## src/design/diag_pkg.sv

```systemverilog
package diag_pkg;
	// ----------------------------------------
	// register map
	// ----------------------------------------
	localparam logic [7:0] STATUS_AND_CLEAR_ADDR = 8'h34;
	localparam logic [7:0] OPEN_FAULT_LO_ADDR = 8'h35;
	localparam logic [7:0] OPEN_FAULT_HI_ADDR = 8'h36;
	localparam logic [7:0] SHORT_FAULT_LO_ADDR = 8'h37;
	localparam logic [7:0] SHORT_FAULT_HI_ADDR = 8'h38;
	localparam logic [7:0] BOARD_CODE_ADDR = 8'h3A;
	localparam logic [7:0] STATUS_RESET_VAL = 8'h00;
	// ----------------------------------------
	// status_and_clear field positions
	// ----------------------------------------
	localparam int BIT_RESET_IND = 7;
	localparam int BIT_ILLEGAL_CMD = 6;
	localparam int BIT_KEY_LOCKOUT = 5;
	localparam int BIT_BAD_REG = 4;
	localparam int BIT_RESTRICTED = 3;
	localparam int BIT_NVM_SUCCESS = 2;
	localparam int BIT_CLEAR_OPEN = 1;
	localparam int BIT_CLEAR_SHORT = 0;
	// board_code_and_warnings field positions
	localparam int BIT_HEAT_LOW = 7;
	localparam int BIT_HEAT_HIGH = 6;
	localparam int BIT_HEALTH = 5;
	localparam int BIT_FALLBACK = 4;
	localparam int BIT_CODE_LSB = 1;
	localparam int BIT_RESISTOR_FAULT = 0;
	// ----------------------------------------
	// sizes and commands
	// ----------------------------------------
	localparam int CHANNELS = 12;
	localparam int CODE_W = 3;
	localparam logic [5:0] CMD_TEMP_ONE = 6'd13;
	localparam logic [5:0] CMD_TEMP_ALL = 6'd46;
	localparam logic [5:0] CMD_CLEAR_FAULTS = 6'd39;
	localparam logic [1:0] KEY_TRIES_MAX = 2'd3;
	// ----------------------------------------
	// timing
	// ----------------------------------------
	localparam int CLK_MHZ = 40;
	localparam int BLANK_SHORT_US = 16;
	localparam int BLANK_LONG_US = 32;
	localparam int BLANK_SHORT_CYC = BLANK_SHORT_US * CLK_MHZ;
	localparam int BLANK_LONG_CYC = BLANK_LONG_US * CLK_MHZ;
	localparam int BLANK_W = 11;
	// bus request kinds
	typedef enum logic [2:0] {
		REQ_READ,
		REQ_WRITE,
		REQ_CMD,
		REQ_NVM,
		REQ_BAD
	} req_kind_t;
endpackage : diag_pkg

```

## src/design/diag_link_if.sv

```systemverilog
`timescale 1ns/100ps
`default_nettype none
// ----------------------------------------
// message-level link standing in for decoded bus frames
// ----------------------------------------
interface diag_link_if;
	import diag_pkg::*;
	logic req_valid; // one-cycle request pulse
	diag_pkg::req_kind_t req_kind; // what the frame asks
	logic req_bcast; // broadcast frame id
	logic [7:0] req_addr; // register address
	logic [7:0] req_wdata; // write data
	logic [5:0] req_cmd; // command code
	logic req_key_ok; // nonvolatile key matched
	logic req_restricted; // nonvolatile register is restricted
	logic rsp_valid; // read answer pulse
	logic [7:0] rsp_data; // read answer data
	logic link_ready; // device accepts frames
	modport device (input req_valid, req_kind, req_bcast, req_addr, req_wdata, req_cmd, req_key_ok,
		req_restricted, output rsp_valid, rsp_data, link_ready);
	modport host (output req_valid, req_kind, req_bcast, req_addr, req_wdata, req_cmd, req_key_ok,
		req_restricted, input rsp_valid, rsp_data, link_ready);
endinterface : diag_link_if
`default_nettype wire

```

## src/design/diag_device.sv

```systemverilog
// Functional notes
// [RL1] board code latched once at start-up
// [RL2] board code byte in diagnosis answer
// [RL3] resistor ranges map ascending to codes
// [RL4] fault monitoring active also in fallback
// [RL5] open threshold selectable, low default
// [RL6] open fault closes bypass, sets flag
// [RL7] write bit 1 clears open faults
// [RL8] short blanking 16 or 32 us
// [RL9] short only flags; host bypasses
// [RL10] write bit 0 clears short faults
// [RL11] two heat warnings in code register
// [RL12] no autonomous action on overheating
// [RL13] temperature sampled only on command
// [RL14] undervoltage opens switches, refuses link
// [RL15] status register direct or broadcast
// [RL16] reset indicator zero after power-on
// [RL17] illegal command flag, write-one clear
// [RL18] third wrong key locks nonvolatile memory
// [RL19] bad register flag, communication continues
// [RL20] restricted access flag, write-one clear
// [RL21] nonvolatile success flag, write-one clear
// [RL22] clear bits read zero, restart channels
// [RL23] fault registers readable, command clears
// [RL24] all flags sticky until cleared; heat warnings follow each measurement, health and fallback bits are live
`timescale 1ns/100ps
`default_nettype none
module diag_device (
	input wire logic clk_sys,
	input wire logic resetn,
	diag_link_if.device link,
	input wire logic [diag_pkg::CODE_W-1:0] board_code_adc,
	input wire logic board_resistor_fault_in,
	input wire logic [diag_pkg::CHANNELS-1:0] open_cmp,
	input wire logic [diag_pkg::CHANNELS-1:0] short_cmp,
	input wire logic [diag_pkg::CHANNELS-1:0] switch_high_ohmic,
	input wire logic heat_low_cmp,
	input wire logic heat_high_cmp,
	input wire logic chip_health_in,
	input wire logic fallback_mode_in,
	input wire logic undervoltage,
	input wire logic long_blank_sel,
	input wire logic open_thresh_high_sel,
	output logic open_thresh_high,
	output logic [diag_pkg::CHANNELS-1:0] bypass_close,
	output logic all_switches_open,
	output logic temp_measure_start
);
	import diag_pkg::*;

	// ----------------------------------------
	// input synchronisers
	// ----------------------------------------
	localparam int SYW = 3 * CHANNELS + 7;
	logic [SYW-1:0] sync1_r; // first stage, read only by sync2_r
	logic [SYW-1:0] sync2_r; // usable copy
	logic [CODE_W:0] code_sync1_r, code_sync2_r; // board code pins, never reset
	logic [CHANNELS-1:0] open_s, short_s, hi_s;
	logic [CHANNELS-1:0] hi_d_r; // switch state one cycle back, for the turn-on edge
	logic heat_lo_s, heat_hi_s, health_s, fallback_s, uv_s, long_s, thr_s;
	// two flops on every pin that comes from the analog side
	always_ff @(posedge clk_sys) begin
		// code pins run through reset so the capture right after it sees settled values
		code_sync1_r <= {board_code_adc, board_resistor_fault_in};
		code_sync2_r <= code_sync1_r;
		if (!resetn) begin
			sync1_r <= '0;
			sync2_r <= '0;
			hi_d_r <= '0;
		end else begin
			sync1_r <= {open_cmp, short_cmp, switch_high_ohmic, heat_low_cmp, heat_high_cmp, chip_health_in,
				fallback_mode_in, undervoltage, long_blank_sel, open_thresh_high_sel};
			sync2_r <= sync1_r;
			hi_d_r <= hi_s;
		end
	end
	assign {open_s, short_s, hi_s, heat_lo_s, heat_hi_s, health_s, fallback_s, uv_s, long_s, thr_s} = sync2_r;

	// ----------------------------------------
	// request decode
	// ----------------------------------------
	logic take; // frame accepted this cycle
	logic wr_status; // write to the status register
	logic rd; // read request
	logic known_addr; // address exists for reads
	logic clear_open, clear_short; // clear strobes
	logic [7:0] wd; // write data
	// known readable address
	function automatic logic addr_known(input logic [7:0] a);
		addr_known = (a == STATUS_AND_CLEAR_ADDR) || (a == BOARD_CODE_ADDR) || (a >= OPEN_FAULT_LO_ADDR && a <= SHORT_FAULT_HI_ADDR);
	endfunction : addr_known
	// [RL14] refuse during undervoltage
	assign take = link.req_valid && !uv_s;
	assign wd = link.req_wdata;
	assign rd = take && link.req_kind == REQ_READ;
	assign known_addr = addr_known(link.req_addr);
	// [RL15] status write taken direct or broadcast
	assign wr_status = take && link.req_kind == REQ_WRITE && link.req_addr == STATUS_AND_CLEAR_ADDR;
	// [RL23] command code clears both fault kinds
	assign clear_open = (wr_status && wd[BIT_CLEAR_OPEN]) || (take && link.req_kind == REQ_CMD && link.req_cmd == CMD_CLEAR_FAULTS);
	assign clear_short = (wr_status && wd[BIT_CLEAR_SHORT]) || (take && link.req_kind == REQ_CMD && link.req_cmd == CMD_CLEAR_FAULTS);
	assign link.link_ready = !uv_s;
	// ----------------------------------------
	// start-up board code capture
	// ----------------------------------------
	logic code_taken_r; // capture done flag
	logic [CODE_W-1:0] code_r; // latched code
	logic code_fault_r; // latched resistor fault
	// [RL1] one capture after release of reset
	// [RL3] adc code is binary ascending range
	always_ff @(posedge clk_sys) begin
		if (!resetn) begin
			code_taken_r <= 1'b0;
			code_r <= '0;
			code_fault_r <= 1'b0;
		end else if (!code_taken_r) begin
			code_taken_r <= 1'b1;
			code_r <= code_sync2_r[CODE_W:1];
			code_fault_r <= code_sync2_r[0];
		end
	end
	// ----------------------------------------
	// per-channel fault detection
	// ----------------------------------------
	logic [CHANNELS-1:0] open_fault_r, short_fault_r;
	logic [CHANNELS-1:0] blank_done;
	logic [BLANK_W-1:0] blank_len;
	assign blank_len = long_s ? BLANK_W'(BLANK_LONG_CYC) : BLANK_W'(BLANK_SHORT_CYC);

	genvar ch;
	generate
		for (ch = 0; ch < CHANNELS; ch++) begin : g_ch
			logic [BLANK_W-1:0] blank_r; // blanking countdown
			// [RL8] blanking restarts on each turn to high ohmic
			always_ff @(posedge clk_sys) begin
				if (!resetn) begin
					blank_r <= '0;
				end else if (hi_s[ch] && !hi_d_r[ch]) begin
					blank_r <= blank_len;
				end else if (!hi_s[ch]) begin
					blank_r <= '0;
				end else if (blank_r != '0) begin
					blank_r <= blank_r - BLANK_W'(1);
				end
			end
			assign blank_done[ch] = hi_s[ch] && blank_r == '0 && hi_d_r[ch];
			// [RL6] open seen as soon as high ohmic
			// [RL4] no fallback gating
			// [RL24] sticky, set wins over clear
			always_ff @(posedge clk_sys) begin
				if (!resetn) begin
					open_fault_r[ch] <= 1'b0;
				end else if (open_s[ch] && hi_s[ch]) begin
					open_fault_r[ch] <= 1'b1;
				end else if (clear_open) begin
					// [RL7] clear lets channel resume
					open_fault_r[ch] <= 1'b0;
				end
			end
			// [RL9] short only flags the channel
			// [RL10] after clear, recheck sets again
			always_ff @(posedge clk_sys) begin
				if (!resetn) begin
					short_fault_r[ch] <= 1'b0;
				end else if (short_s[ch] && blank_done[ch]) begin
					short_fault_r[ch] <= 1'b1;
				end else if (clear_short) begin
					short_fault_r[ch] <= 1'b0;
				end
			end
		end
	endgenerate
	// [RL6] close bypass on open fault
	// [RL14] all switches open on undervoltage
	assign bypass_close = uv_s ? '0 : open_fault_r;
	assign all_switches_open = uv_s;
	// [RL5] low threshold unless selected high
	assign open_thresh_high = thr_s;
	// ----------------------------------------
	// temperature warnings
	// ----------------------------------------
	logic heat_low_r, heat_high_r, temp_go;
	// [RL13] sample only on command 13 or 46
	assign temp_go = take && link.req_kind == REQ_CMD &&
		((link.req_cmd == CMD_TEMP_ONE && !link.req_bcast) || (link.req_cmd == CMD_TEMP_ALL && link.req_bcast));
	assign temp_measure_start = temp_go;
	// [RL11] warnings refreshed per measurement
	// [RL12] warnings only reported, nothing else
	always_ff @(posedge clk_sys) begin
		if (!resetn) begin
			heat_low_r <= 1'b0;
			heat_high_r <= 1'b0;
		end else if (temp_go) begin
			heat_low_r <= heat_lo_s;
			heat_high_r <= heat_hi_s;
		end
	end
	// ----------------------------------------
	// status and access flags
	// ----------------------------------------
	logic [7:2] stat_r; // sticky status bits
	logic [1:0] key_fail_r; // wrong-key run length
	logic nvm_req, bad_key, set_cmd, set_reg, set_res, set_ok, set_lock;
	assign nvm_req = take && link.req_kind == REQ_NVM;
	assign bad_key = nvm_req && !stat_r[BIT_KEY_LOCKOUT] && !link.req_key_ok;
	// [RL17] unknown command or bad frame
	assign set_cmd = take && (link.req_kind == REQ_BAD || (link.req_kind == REQ_CMD && link.req_cmd != CMD_TEMP_ONE &&
		link.req_cmd != CMD_TEMP_ALL && link.req_cmd != CMD_CLEAR_FAULTS));
	// [RL19] unknown read address or write to any but the status register, link keeps running
	assign set_reg = (rd && !known_addr) || (take && link.req_kind == REQ_WRITE && link.req_addr != STATUS_AND_CLEAR_ADDR);
	// [RL20] restricted nonvolatile register
	assign set_res = nvm_req && !stat_r[BIT_KEY_LOCKOUT] && link.req_key_ok && link.req_restricted;
	// [RL21] completed nonvolatile access
	assign set_ok = nvm_req && !stat_r[BIT_KEY_LOCKOUT] && link.req_key_ok && !link.req_restricted;
	// [RL18] third wrong key in a row
	assign set_lock = bad_key && key_fail_r == KEY_TRIES_MAX - 2'd1;
	// count consecutive wrong keys, a good key restarts the run
	always_ff @(posedge clk_sys) begin
		if (!resetn) begin
			key_fail_r <= '0;
		end else if (bad_key && key_fail_r != KEY_TRIES_MAX) begin
			key_fail_r <= key_fail_r + 2'd1;
		end else if (nvm_req && link.req_key_ok) begin
			key_fail_r <= '0;
		end
	end
	// write-one clears; a set in the same cycle wins
	// [RL16] reset indicator written by host only
	// [RL24] every flag sticky but the reset indicator, which holds the last host write
	always_ff @(posedge clk_sys) begin
		if (!resetn) begin
			stat_r <= STATUS_RESET_VAL[7:2];
		end else begin
			if (wr_status) begin
				stat_r[BIT_RESET_IND] <= wd[BIT_RESET_IND];
			end
			stat_r[BIT_ILLEGAL_CMD] <= set_cmd | (stat_r[BIT_ILLEGAL_CMD] & ~(wr_status & wd[BIT_ILLEGAL_CMD]));
			// lockout has no write-one clear: only power-on frees it
			stat_r[BIT_KEY_LOCKOUT] <= set_lock | stat_r[BIT_KEY_LOCKOUT];
			stat_r[BIT_BAD_REG] <= set_reg | (stat_r[BIT_BAD_REG] & ~(wr_status & wd[BIT_BAD_REG]));
			stat_r[BIT_RESTRICTED] <= set_res | (stat_r[BIT_RESTRICTED] & ~(wr_status & wd[BIT_RESTRICTED]));
			stat_r[BIT_NVM_SUCCESS] <= set_ok | (stat_r[BIT_NVM_SUCCESS] & ~(wr_status & wd[BIT_NVM_SUCCESS]));
		end
	end
	// ----------------------------------------
	// read answers
	// ----------------------------------------
	logic [7:0] rdata;
	// [RL22] clear bits always read zero
	// [RL2] code register part of the answer set
	always_comb begin
		rdata = 8'h00;
		case (link.req_addr)
			STATUS_AND_CLEAR_ADDR: rdata = {stat_r, 2'b00};
			OPEN_FAULT_LO_ADDR: rdata = open_fault_r[7:0];
			OPEN_FAULT_HI_ADDR: rdata = {4'h0, open_fault_r[11:8]};
			SHORT_FAULT_LO_ADDR: rdata = short_fault_r[7:0];
			SHORT_FAULT_HI_ADDR: rdata = {4'h0, short_fault_r[11:8]};
			BOARD_CODE_ADDR: rdata = {heat_low_r, heat_high_r, health_s, fallback_s, code_r, code_fault_r};
			default: rdata = 8'h00;
		endcase
	end
	// registered answer one cycle after the read
	always_ff @(posedge clk_sys) begin
		if (!resetn) begin
			link.rsp_valid <= 1'b0;
			link.rsp_data <= 8'h00;
		end else begin
			link.rsp_valid <= rd && known_addr;
			link.rsp_data <= (rd && known_addr) ? rdata : 8'h00;
		end
	end
endmodule : diag_device
`default_nettype wire

```

## src/flat_wrapper.sv

```systemverilog
// flat-port wrapper written by rule: the top's interface ports become plain ports
module diag_device_flat import diag_pkg::*;
  (clk_sys, resetn, board_code_adc, board_resistor_fault_in, open_cmp, short_cmp, switch_high_ohmic, heat_low_cmp, heat_high_cmp, chip_health_in, fallback_mode_in, undervoltage, long_blank_sel, open_thresh_high_sel, open_thresh_high, bypass_close, all_switches_open, temp_measure_start, link_req_valid, link_req_kind, link_req_bcast, link_req_addr, link_req_wdata, link_req_cmd, link_req_key_ok, link_req_restricted, link_rsp_valid, link_rsp_data, link_link_ready);
  diag_link_if link_i ();
  input wire logic clk_sys;
  input wire logic resetn;
  input wire logic [diag_pkg::CODE_W-1:0] board_code_adc;
  input wire logic board_resistor_fault_in;
  input wire logic [diag_pkg::CHANNELS-1:0] open_cmp;
  input wire logic [diag_pkg::CHANNELS-1:0] short_cmp;
  input wire logic [diag_pkg::CHANNELS-1:0] switch_high_ohmic;
  input wire logic heat_low_cmp;
  input wire logic heat_high_cmp;
  input wire logic chip_health_in;
  input wire logic fallback_mode_in;
  input wire logic undervoltage;
  input wire logic long_blank_sel;
  input wire logic open_thresh_high_sel;
  output logic open_thresh_high;
  output logic [diag_pkg::CHANNELS-1:0] bypass_close;
  output logic all_switches_open;
  output logic temp_measure_start;
  input wire logic [$bits(link_i.req_valid)-1:0] link_req_valid;
  input wire logic [$bits(link_i.req_kind)-1:0] link_req_kind;
  input wire logic [$bits(link_i.req_bcast)-1:0] link_req_bcast;
  input wire logic [$bits(link_i.req_addr)-1:0] link_req_addr;
  input wire logic [$bits(link_i.req_wdata)-1:0] link_req_wdata;
  input wire logic [$bits(link_i.req_cmd)-1:0] link_req_cmd;
  input wire logic [$bits(link_i.req_key_ok)-1:0] link_req_key_ok;
  input wire logic [$bits(link_i.req_restricted)-1:0] link_req_restricted;
  output wire logic [$bits(link_i.rsp_valid)-1:0] link_rsp_valid;
  output wire logic [$bits(link_i.rsp_data)-1:0] link_rsp_data;
  output wire logic [$bits(link_i.link_ready)-1:0] link_link_ready;
  assign link_i.req_valid = link_req_valid;
  assign link_i.req_kind = link_req_kind;
  assign link_i.req_bcast = link_req_bcast;
  assign link_i.req_addr = link_req_addr;
  assign link_i.req_wdata = link_req_wdata;
  assign link_i.req_cmd = link_req_cmd;
  assign link_i.req_key_ok = link_req_key_ok;
  assign link_i.req_restricted = link_req_restricted;
  assign link_rsp_valid = link_i.rsp_valid;
  assign link_rsp_data = link_i.rsp_data;
  assign link_link_ready = link_i.link_ready;
  diag_device u_core (.clk_sys(clk_sys), .resetn(resetn), .link(link_i), .board_code_adc(board_code_adc), .board_resistor_fault_in(board_resistor_fault_in), .open_cmp(open_cmp), .short_cmp(short_cmp), .switch_high_ohmic(switch_high_ohmic), .heat_low_cmp(heat_low_cmp), .heat_high_cmp(heat_high_cmp), .chip_health_in(chip_health_in), .fallback_mode_in(fallback_mode_in), .undervoltage(undervoltage), .long_blank_sel(long_blank_sel), .open_thresh_high_sel(open_thresh_high_sel), .open_thresh_high(open_thresh_high), .bypass_close(bypass_close), .all_switches_open(all_switches_open), .temp_measure_start(temp_measure_start));
endmodule
```

## config.mk

```make
export PLATFORM = sky130hd
export DESIGN_NAME = diag_device_flat
export DESIGN_NICKNAME = d
export VERILOG_FILES = /design/src/design/diag_pkg.sv /design/src/design/diag_link_if.sv /design/src/design/diag_device.sv /design/src/flat_wrapper.sv
export SDC_FILE = /design/constraint.sdc
export NUM_CORES = 1
export LEC_CHECK = 0
export BUFFER_PORTS_ARGS = -buffer_cell sky130_fd_sc_hd__buf_2
export CAP_MARGIN = 20
export CORE_ASPECT_RATIO = 1.75
export CORE_MARGIN = 3
export CORE_UTILIZATION = 59
export DETAILED_ROUTE_END_ITERATION = 8
export GPL_ROUTABILITY_DRIVEN = 0
export PLACE_DENSITY_LB_ADDON = 0.1
export SYNTH_ARGS = -nofsm -noshare
export SYNTH_HDL_FRONTEND = slang
export SYNTH_SLANG_ARGS = --single-unit
```

## constraint.sdc

```tcl
create_clock -name clk_sys -period 2.2 [get_ports clk_sys]
set_input_delay 0.11 -clock clk_sys [delete_from_list [all_inputs] [get_ports clk_sys]]
set_output_delay 0.11 -clock clk_sys [all_outputs]
set_load 0.005 [all_outputs]
```

==> results.py, run 1 <==
metrics = {
    "status": {
        "status": "finished, final reports clean",
    },
    "final_layout": {
        "area_delta_synth_final_pct": 19.3,
        "n_fill_cell": 1544,
        "layoutNonFillerInstCount": 1704,
        "fin_area_sq_um": 14300,
        "final_nets": 1542,
        "drive_gt1_share_pct": 15.2,
    },
    "setup_path": {
        "critPathBufInv": 1,
        "worstPathCellList": "nor3b_1 > and3b_1 > nand3_1 > a32o_1 > dlygate4sd3_1",
        "critical_path_arrival_ns": 2.54,
        "r2r_start": "u_core.sync2_r[2]",
        "required_ns": 2.62,
        "crit_slowest_cell": "dlygate4sd3_1",
        "crit_family": "simple AND/OR/NAND/NOR gates",
        "cp-startpoint": "u_core.sync2_r[2]",
        "cpPeakStageDelay_ns": 0.55,
        "endpoint_kind": "register",
        "worstPathMaxFanout": 8,
        "crit_path_start_kind": "register",
        "path_class": "register to register",
    },
    "sta": {
        "worstMarginPinSlew_ns": 0.669,
        "slew_headroom_pct": 54.3,
        "whs_ns": 0.0353,
        "finalHoldViolations": 0,
        "period_minus_slack_ns": 2.12,
        "min_period_over_period_pct": 96.3,
        "setup_viol": 0,
        "maxSlewViolCount": 0,
        "skew_ns": 0.00833,
        "fmax_mhz": 472,
        "grt_setup_unrepaired": "false",
        "tns_ns": 0,
    },
    "logic_synthesis": {
        "postSynthCellCount": 1279,
        "synth_top_area_share_pct": 47.8,
        "synth_seq_cells": 286,
        "ys_warn_count": 0,
        "synth_ff_type": "dfxtp_1",
        "yosysMostFrequentCell": "dfxtp_1",
        "synth_nets": 1383,
        "avgSynthCellArea_sq_um": 9.37,
        "netlist_top_cells_area": "dfxtp_1 48%, and2_1 5.1%, a21oi_1 4.0%, nand2_1 2.8%, nor2_1 2.7%",
        "ys_seq_area_share_pct": 47.8,
        "synth_cell_types": 75,
        "synth_commonest_cells": "286 x dfxtp_1, 98 x and2_1, 95 x a21oi_1",
        "yosysTopAreaCell": "dfxtp_1",
        "synth_edf_count": 0,
        "async_flop_share_pct": 0,
        "netlist_area_sq_um": 12000,
    },
    "routing": {
        "drt_pre_antenna_iters": 5,
        "wl_per_cell_um": 16.1,
        "antenna_left": 0,
        "drt_iter0_markers": 518,
        "drc": 0,
        "viasPerCell": 5.76,
        "drt_wl_total_um": 27500,
        "vias": 9816,
    },
    "placed_design": {
        "place_hpwl_um": 19100,
        "place_inst": 1598,
        "dpl-instance-area_sq_um": 12800,
        "port_buffers": 101,
    },
    "cts": {
        "ctsRootBufferMaster": "clkbuf_16",
        "insertion_delay_ns": 0.53,
        "cts_tree": "done",
        "cts_buffer_depth": 3,
        "post_cts_buffers": 0,
        "cts_max_level": 1,
        "clkTransAtPathRegs_ns": 0.06,
        "numCtsBuffers": 27,
        "cts_sinks": 286,
    },
    "power_and_ir_drop": {
        "power_density_nw_per_um2": 754,
        "vdd_ir_drop_max_mv": 0.813,
        "p_leak_nw": 6.35,
    },
    "grt": {
        "grt_pass1_vias": 9822,
        "antenna_found_initial": 1,
        "track_usage_pct": 24.7,
        "grt_overflow": 0,
        "grt_max_degree": 47,
        "grt_pass1_wl_um": 45600,
    },
    "job": {
        "maxCapViolations": 0,
    },
    "die": {
        "dieArea_sq_um": 22100,
        "rows": 68,
        "start_util_pct": 60.4,
        "fp.dieH_um": 195,
        "core_sq_um": 19800,
        "die_w_um": 114,
        "ios": 103,
    },
    "min_path": {
        "min-delay-start": "link_req_kind[0]",
        "hp-class": "primary input to register",
    },
}
## metal layers
metal / vias up / share of wire (%) / global-route usage (%)
met4: 0 / 3.4 / 9.27
li1: 4898 / - / -
met2: 176 / 55 / 47.5
met3: 63 / 3.4 / 2.99
met1: 4679 / 38 / 26.9
met5: - / 0 / 0
## tightest hold or removal path, delay by kind of cell
family	cells	cell delay [ns]
and+or+nand+nor	2	0.19
buffers and inverters	1	0.16
AOI/OAI and AO/OA	1	0.06
## metrics by stage
step                      power, mW  utilization [%]  worst slack (ns)
after floorplan                5.76                -             0.268
after global placement         5.94             64.6             0.231
after detailed placement       5.95             64.6             0.174
after CTS                      10.8             72.1             0.122
after global routing           11.1             72.1            0.0145
final                          10.8             72.1            0.0804
## placed cells by master (no fill, tap or decap), types with 6 or more instances in the layout
cell type      instances
a211oi_1               8
a21oi_1               95
a22o_1                18
a31o_2                13
a31oi_1                9
and2_1                98
and3_1                17
and4b_1                9
buf_2                100
buf_4                 32
clkbuf_1               6
clkbuf_16             27
dfxtp_1              286
dlygate4sd3_1         56
ha_1                  26
inv_1                 40
mux2_2                10
mux2i_1               14
nand2_1               90
nand2b_1              14
nand3_1               40
nand3b_1              14
nand4_1               11
nand4b_1              20
nor2_1                87
nor2b_1               15
nor3_1                23
nor4_1                22
nor4b_1                6
nor4bb_1               7
o211ai_1              16
o21ai_0               25
o22ai_1               10
o41ai_1                6
or3_1                 23
or4_1                 15
xnor2_1               31
xor2_1                29
## state kept, by name (all words and copies together), names as in the netlist
| register | count |
|---|---|
| u_core.g_ch.blank_r | 132 |
| u_core.sync1_r | 43 |
| u_core.sync2_r | 43 |
| u_core.hi_d_r | 12 |
| u_core.open_fault_r | 12 |
| u_core.short_fault_r | 12 |
| u_core.link.rsp_data | 8 |
| u_core.stat_r | 6 |
| u_core.code_sync1_r | 4 |
| u_core.code_sync2_r | 4 |
| u_core.code_r | 3 |
| u_core.key_fail_r | 2 |
| u_core.code_fault_r | 1 |
| u_core.code_taken_r | 1 |
| u_core.heat_high_r | 1 |
| u_core.heat_low_r | 1 |
| u_core.link.rsp_valid | 1 |
## kinds of logic (layout without fill, tap and decap cells)
kind of cell / count (synthesis) / after routing / synth area share (%)
adder cells (fa/ha/maj): 26 / 26 / 2.72
other: 0 / 1 / 0
multiplexers: 24 / 24 / 2.11
flip-flops: 286 / 286 / 47.8
XOR/XNOR: 60 / 60 / 4.39
buffers and inverters: 99 / 278 / 3.25
AO/OA/AOI/OAI: 239 / 239 / 13.1
AND/OR/NAND/NOR: 545 / 545 / 26.6
## power breakdown
group          switching [mW]  total (mW)  internal (mW)  leakage (nW)
combinational           0.266       0.554          0.288          3.57
clock                    1.94        4.86           2.92         0.453
sequential             0.0712        5.37           5.30          2.33
## cell type report
cell class                 instances  area [sq um]  share of cell area [%]
multi-input combinational        894          5870                    41.1
timing repair buffer             188          1300                    9.10
antenna                            1          2.50                  0.0175
clock buffer                      35           726                    5.08
clock inverter                    14           208                    1.45
tap                              245           307                    2.14
inverter                          41           154                    1.08
sequential                       286          5730                    40.0
## path summary, 6_finish.rpt
check | end | slack (ns) | cells past startpoint
max reg2reg | u_core.stat_r[3] | 0.08 | 5
min | u_core.stat_r[4] | 0.04 | 4
max | u_core.stat_r[3] | 0.08 | 5
min reg2reg | u_core.code_sync2_r[2] | 0.33 | 0
## repair_timing
item	4_1_cts	5_1_grt
hold endpoints to repair	56	0
gates resized for setup	0	0
hold buffers	56	0
(Power assumes the default switching activity.)
==> inputs of run 2 (changes only) <==
--- a/config.mk
+++ b/config.mk
@@ -12,7 +12,7 @@
 export CORE_UTILIZATION = 59
 export DETAILED_ROUTE_END_ITERATION = 8
 export GPL_ROUTABILITY_DRIVEN = 0
-export PLACE_DENSITY_LB_ADDON = 0.1
+export PLACE_DENSITY = 0.84
 export SYNTH_ARGS = -nofsm -noshare
 export SYNTH_HDL_FRONTEND = slang
 export SYNTH_SLANG_ARGS = --single-unit
==> run 2 against run 1 <==
  * Register-to-register slack improved by 0.06 ns
  * Worst setup slack improved by 0.061 ns
  * Sequential power about the same
  * Via count increased by 2.9%
  * Design area decreased by 0.17%
  * Clock skew about the same
  * First-iteration DRC count increased by 16%
  * Maximum frequency increased by 3.0%
  * Sequential share of layout area increased by 0.070 points
==> results.py, run 2 (same netlist as run 1, synthesis figures left out) <==
metrics = {
    "placed_design": {
        "dpl-instance-area_sq_um": 12800,
        "place_inst": 1599,
        "place_hpwl_um": 19400,
        "port_buffers": 101,
    },
    "die": {
        "rows": 68,
        "core_sq_um": 19800,
        "ios": 103,
        "die_w_um": 114,
        "dieArea_sq_um": 22100,
        "fp.dieH_um": 195,
        "start_util_pct": 60.4,
    },
    "sta": {
        "grt_setup_unrepaired": "false",
        "whs_ns": 0.0201,
        "slew_headroom_pct": 56.9,
        "maxSlewViolCount": 0,
        "min_period_over_period_pct": 93.6,
        "finalHoldViolations": 0,
        "period_minus_slack_ns": 2.06,
        "skew_ns": 0.00852,
        "fmax_mhz": 486,
        "setup_viol": 0,
        "tns_ns": 0,
        "worstMarginPinSlew_ns": 0.630,
    },
    "setup_path": {
        "crit_path_start_kind": "register",
        "cpPeakStageDelay_ns": 0.55,
        "critical_path_arrival_ns": 2.53,
        "worstPathMaxFanout": 4,
        "endpoint_kind": "register",
        "worstPathCellList": "nor3b_1 > buf_4 > nand3_1 > nor3_1 > a32o_1 > dlygate4sd3_1",
        "path_class": "register to register",
        "crit_slowest_cell": "dlygate4sd3_1",
        "required_ns": 2.67,
    },
    "grt": {
        "antenna_found_initial": 0,
        "track_usage_pct": 26.1,
        "grt_pass1_wl_um": 48000,
        "grt_overflow": 0,
        "grt_pass1_vias": 10400,
        "grt_max_degree": 50,
    },
    "cts": {
        "insertion_delay_ns": 0.52,
        "ctsRootBufferMaster": "clkbuf_16",
        "numCtsBuffers": 26,
        "cts_max_level": 1,
        "cts_tree": "done",
        "cts_sinks": 286,
        "clkTransAtPathRegs_ns": 0.07,
        "post_cts_buffers": 0,
        "cts_buffer_depth": 3,
    },
    "power_and_ir_drop": {
        "p_total_mw": 10.7,
        "power_density_nw_per_um2": 753,
        "p_leak_nw": 6.33,
        "vdd_ir_drop_max_mv": 0.870,
    },
    "final_layout": {
        "largestRegisters": "u_core.g_ch.blank_r: 132 flops, u_core.sync1_r: 43 flops, u_core.sync2_r: 43 flops",
        "fin_area_sq_um": 14300,
        "layout_commonest_cell": "dfxtp_1",
        "largest_register_ffs": 132,
        "regArea_sq_um": 5730,
        "drive_gt1_share_pct": 15.2,
        "regMostFlops": "u_core.g_ch.blank_r",
        "multi_input_area_sq_um": 5870,
        "n_fill_cell": 1395,
        "final_nets": 1541,
        "diodes": 0,
        "area_delta_synth_final_pct": 19.1,
        "layoutNonFillerInstCount": 1701,
        "final_cell_mix": "286 x dfxtp_1, 100 x buf_2, 98 x and2_1",
    },
    "routing": {
        "vias": 10100,
        "wl_per_cell_um": 17.2,
        "antenna_left": 0,
        "viasPerCell": 5.94,
        "drc": 0,
        "drt_iter0_markers": 601,
        "drt_wl_total_um": 29200,
        "drt_pre_antenna_iters": 5,
    },
    "job": {
        "maxCapViolations": 0,
    },
    "min_path": {
        "hp-class": "primary input to register",
    },
    "status": {
        "status": "finished, final reports clean",
    },
}
==> run 2: metal layers <==
layer  wire [um]  global-route usage [%]
met5           0                       0
met3        1220                    2.96
met1       10800                    27.3
met2       15700                    50.3
met4        1460                    12.4
==> run 2: final timing paths <==
kind	from	to	slack, ns	depth (start not counted)
hold reg to reg	u_core.code_sync1_r[0]	u_core.code_sync2_r[0]	0.34	0
hold / removal	link_req_valid	u_core.stat_r[6]	0.02	3
setup reg to reg	u_core.sync2_r[2]	u_core.stat_r[3]	0.14	6
setup / recovery	u_core.sync2_r[2]	u_core.stat_r[3]	0.14	6
==> run 2: repair_timing <==
action | CTS | global route
hold buffers | 55 | 0
gates resized for setup | 0 | 1
endpoints found under the hold margin | 56 | 0
setup endpoints to repair | 0 | 1
==> run 2: worst max-delay path, delay by kind of cell (launching register included) <==
family                 cells  cell delay [ns]
buffers and inverters      2             0.74
DFF                        1             0.35
and+or+nand+nor            3             0.72
AOI/OAI and AO/OA          1             0.19
==> run 2: report_power, final <==
| group | internal (mW) | switching [mW] |
|---|---|---|
| clock network | 2.87 | 1.94 |
| registers | 5.30 | 0.0769 |
| logic | 0.286 | 0.278 |
| total | 8.45 | 2.29 |
==> run 2: stage by stage <==
stage,utilization (%),worst slack [ns]
detailed placement,64.6,0.219
finish,72.0,0.142
global placement,64.6,0.238
CTS,72.0,0.202
floorplan,-,0.268
global route,72.0,0.0437
==> run 2: cell type report <==
cell class	count	share of cell area [%]
Inverter	41	1.08
Timing Repair Buffer	188	9.10
Clock buffer	34	4.99
Clock inverter	13	1.40
Sequential cell	286	40.1
Tap cell	245	2.15
Multi-Input combinational cell	894	41.2
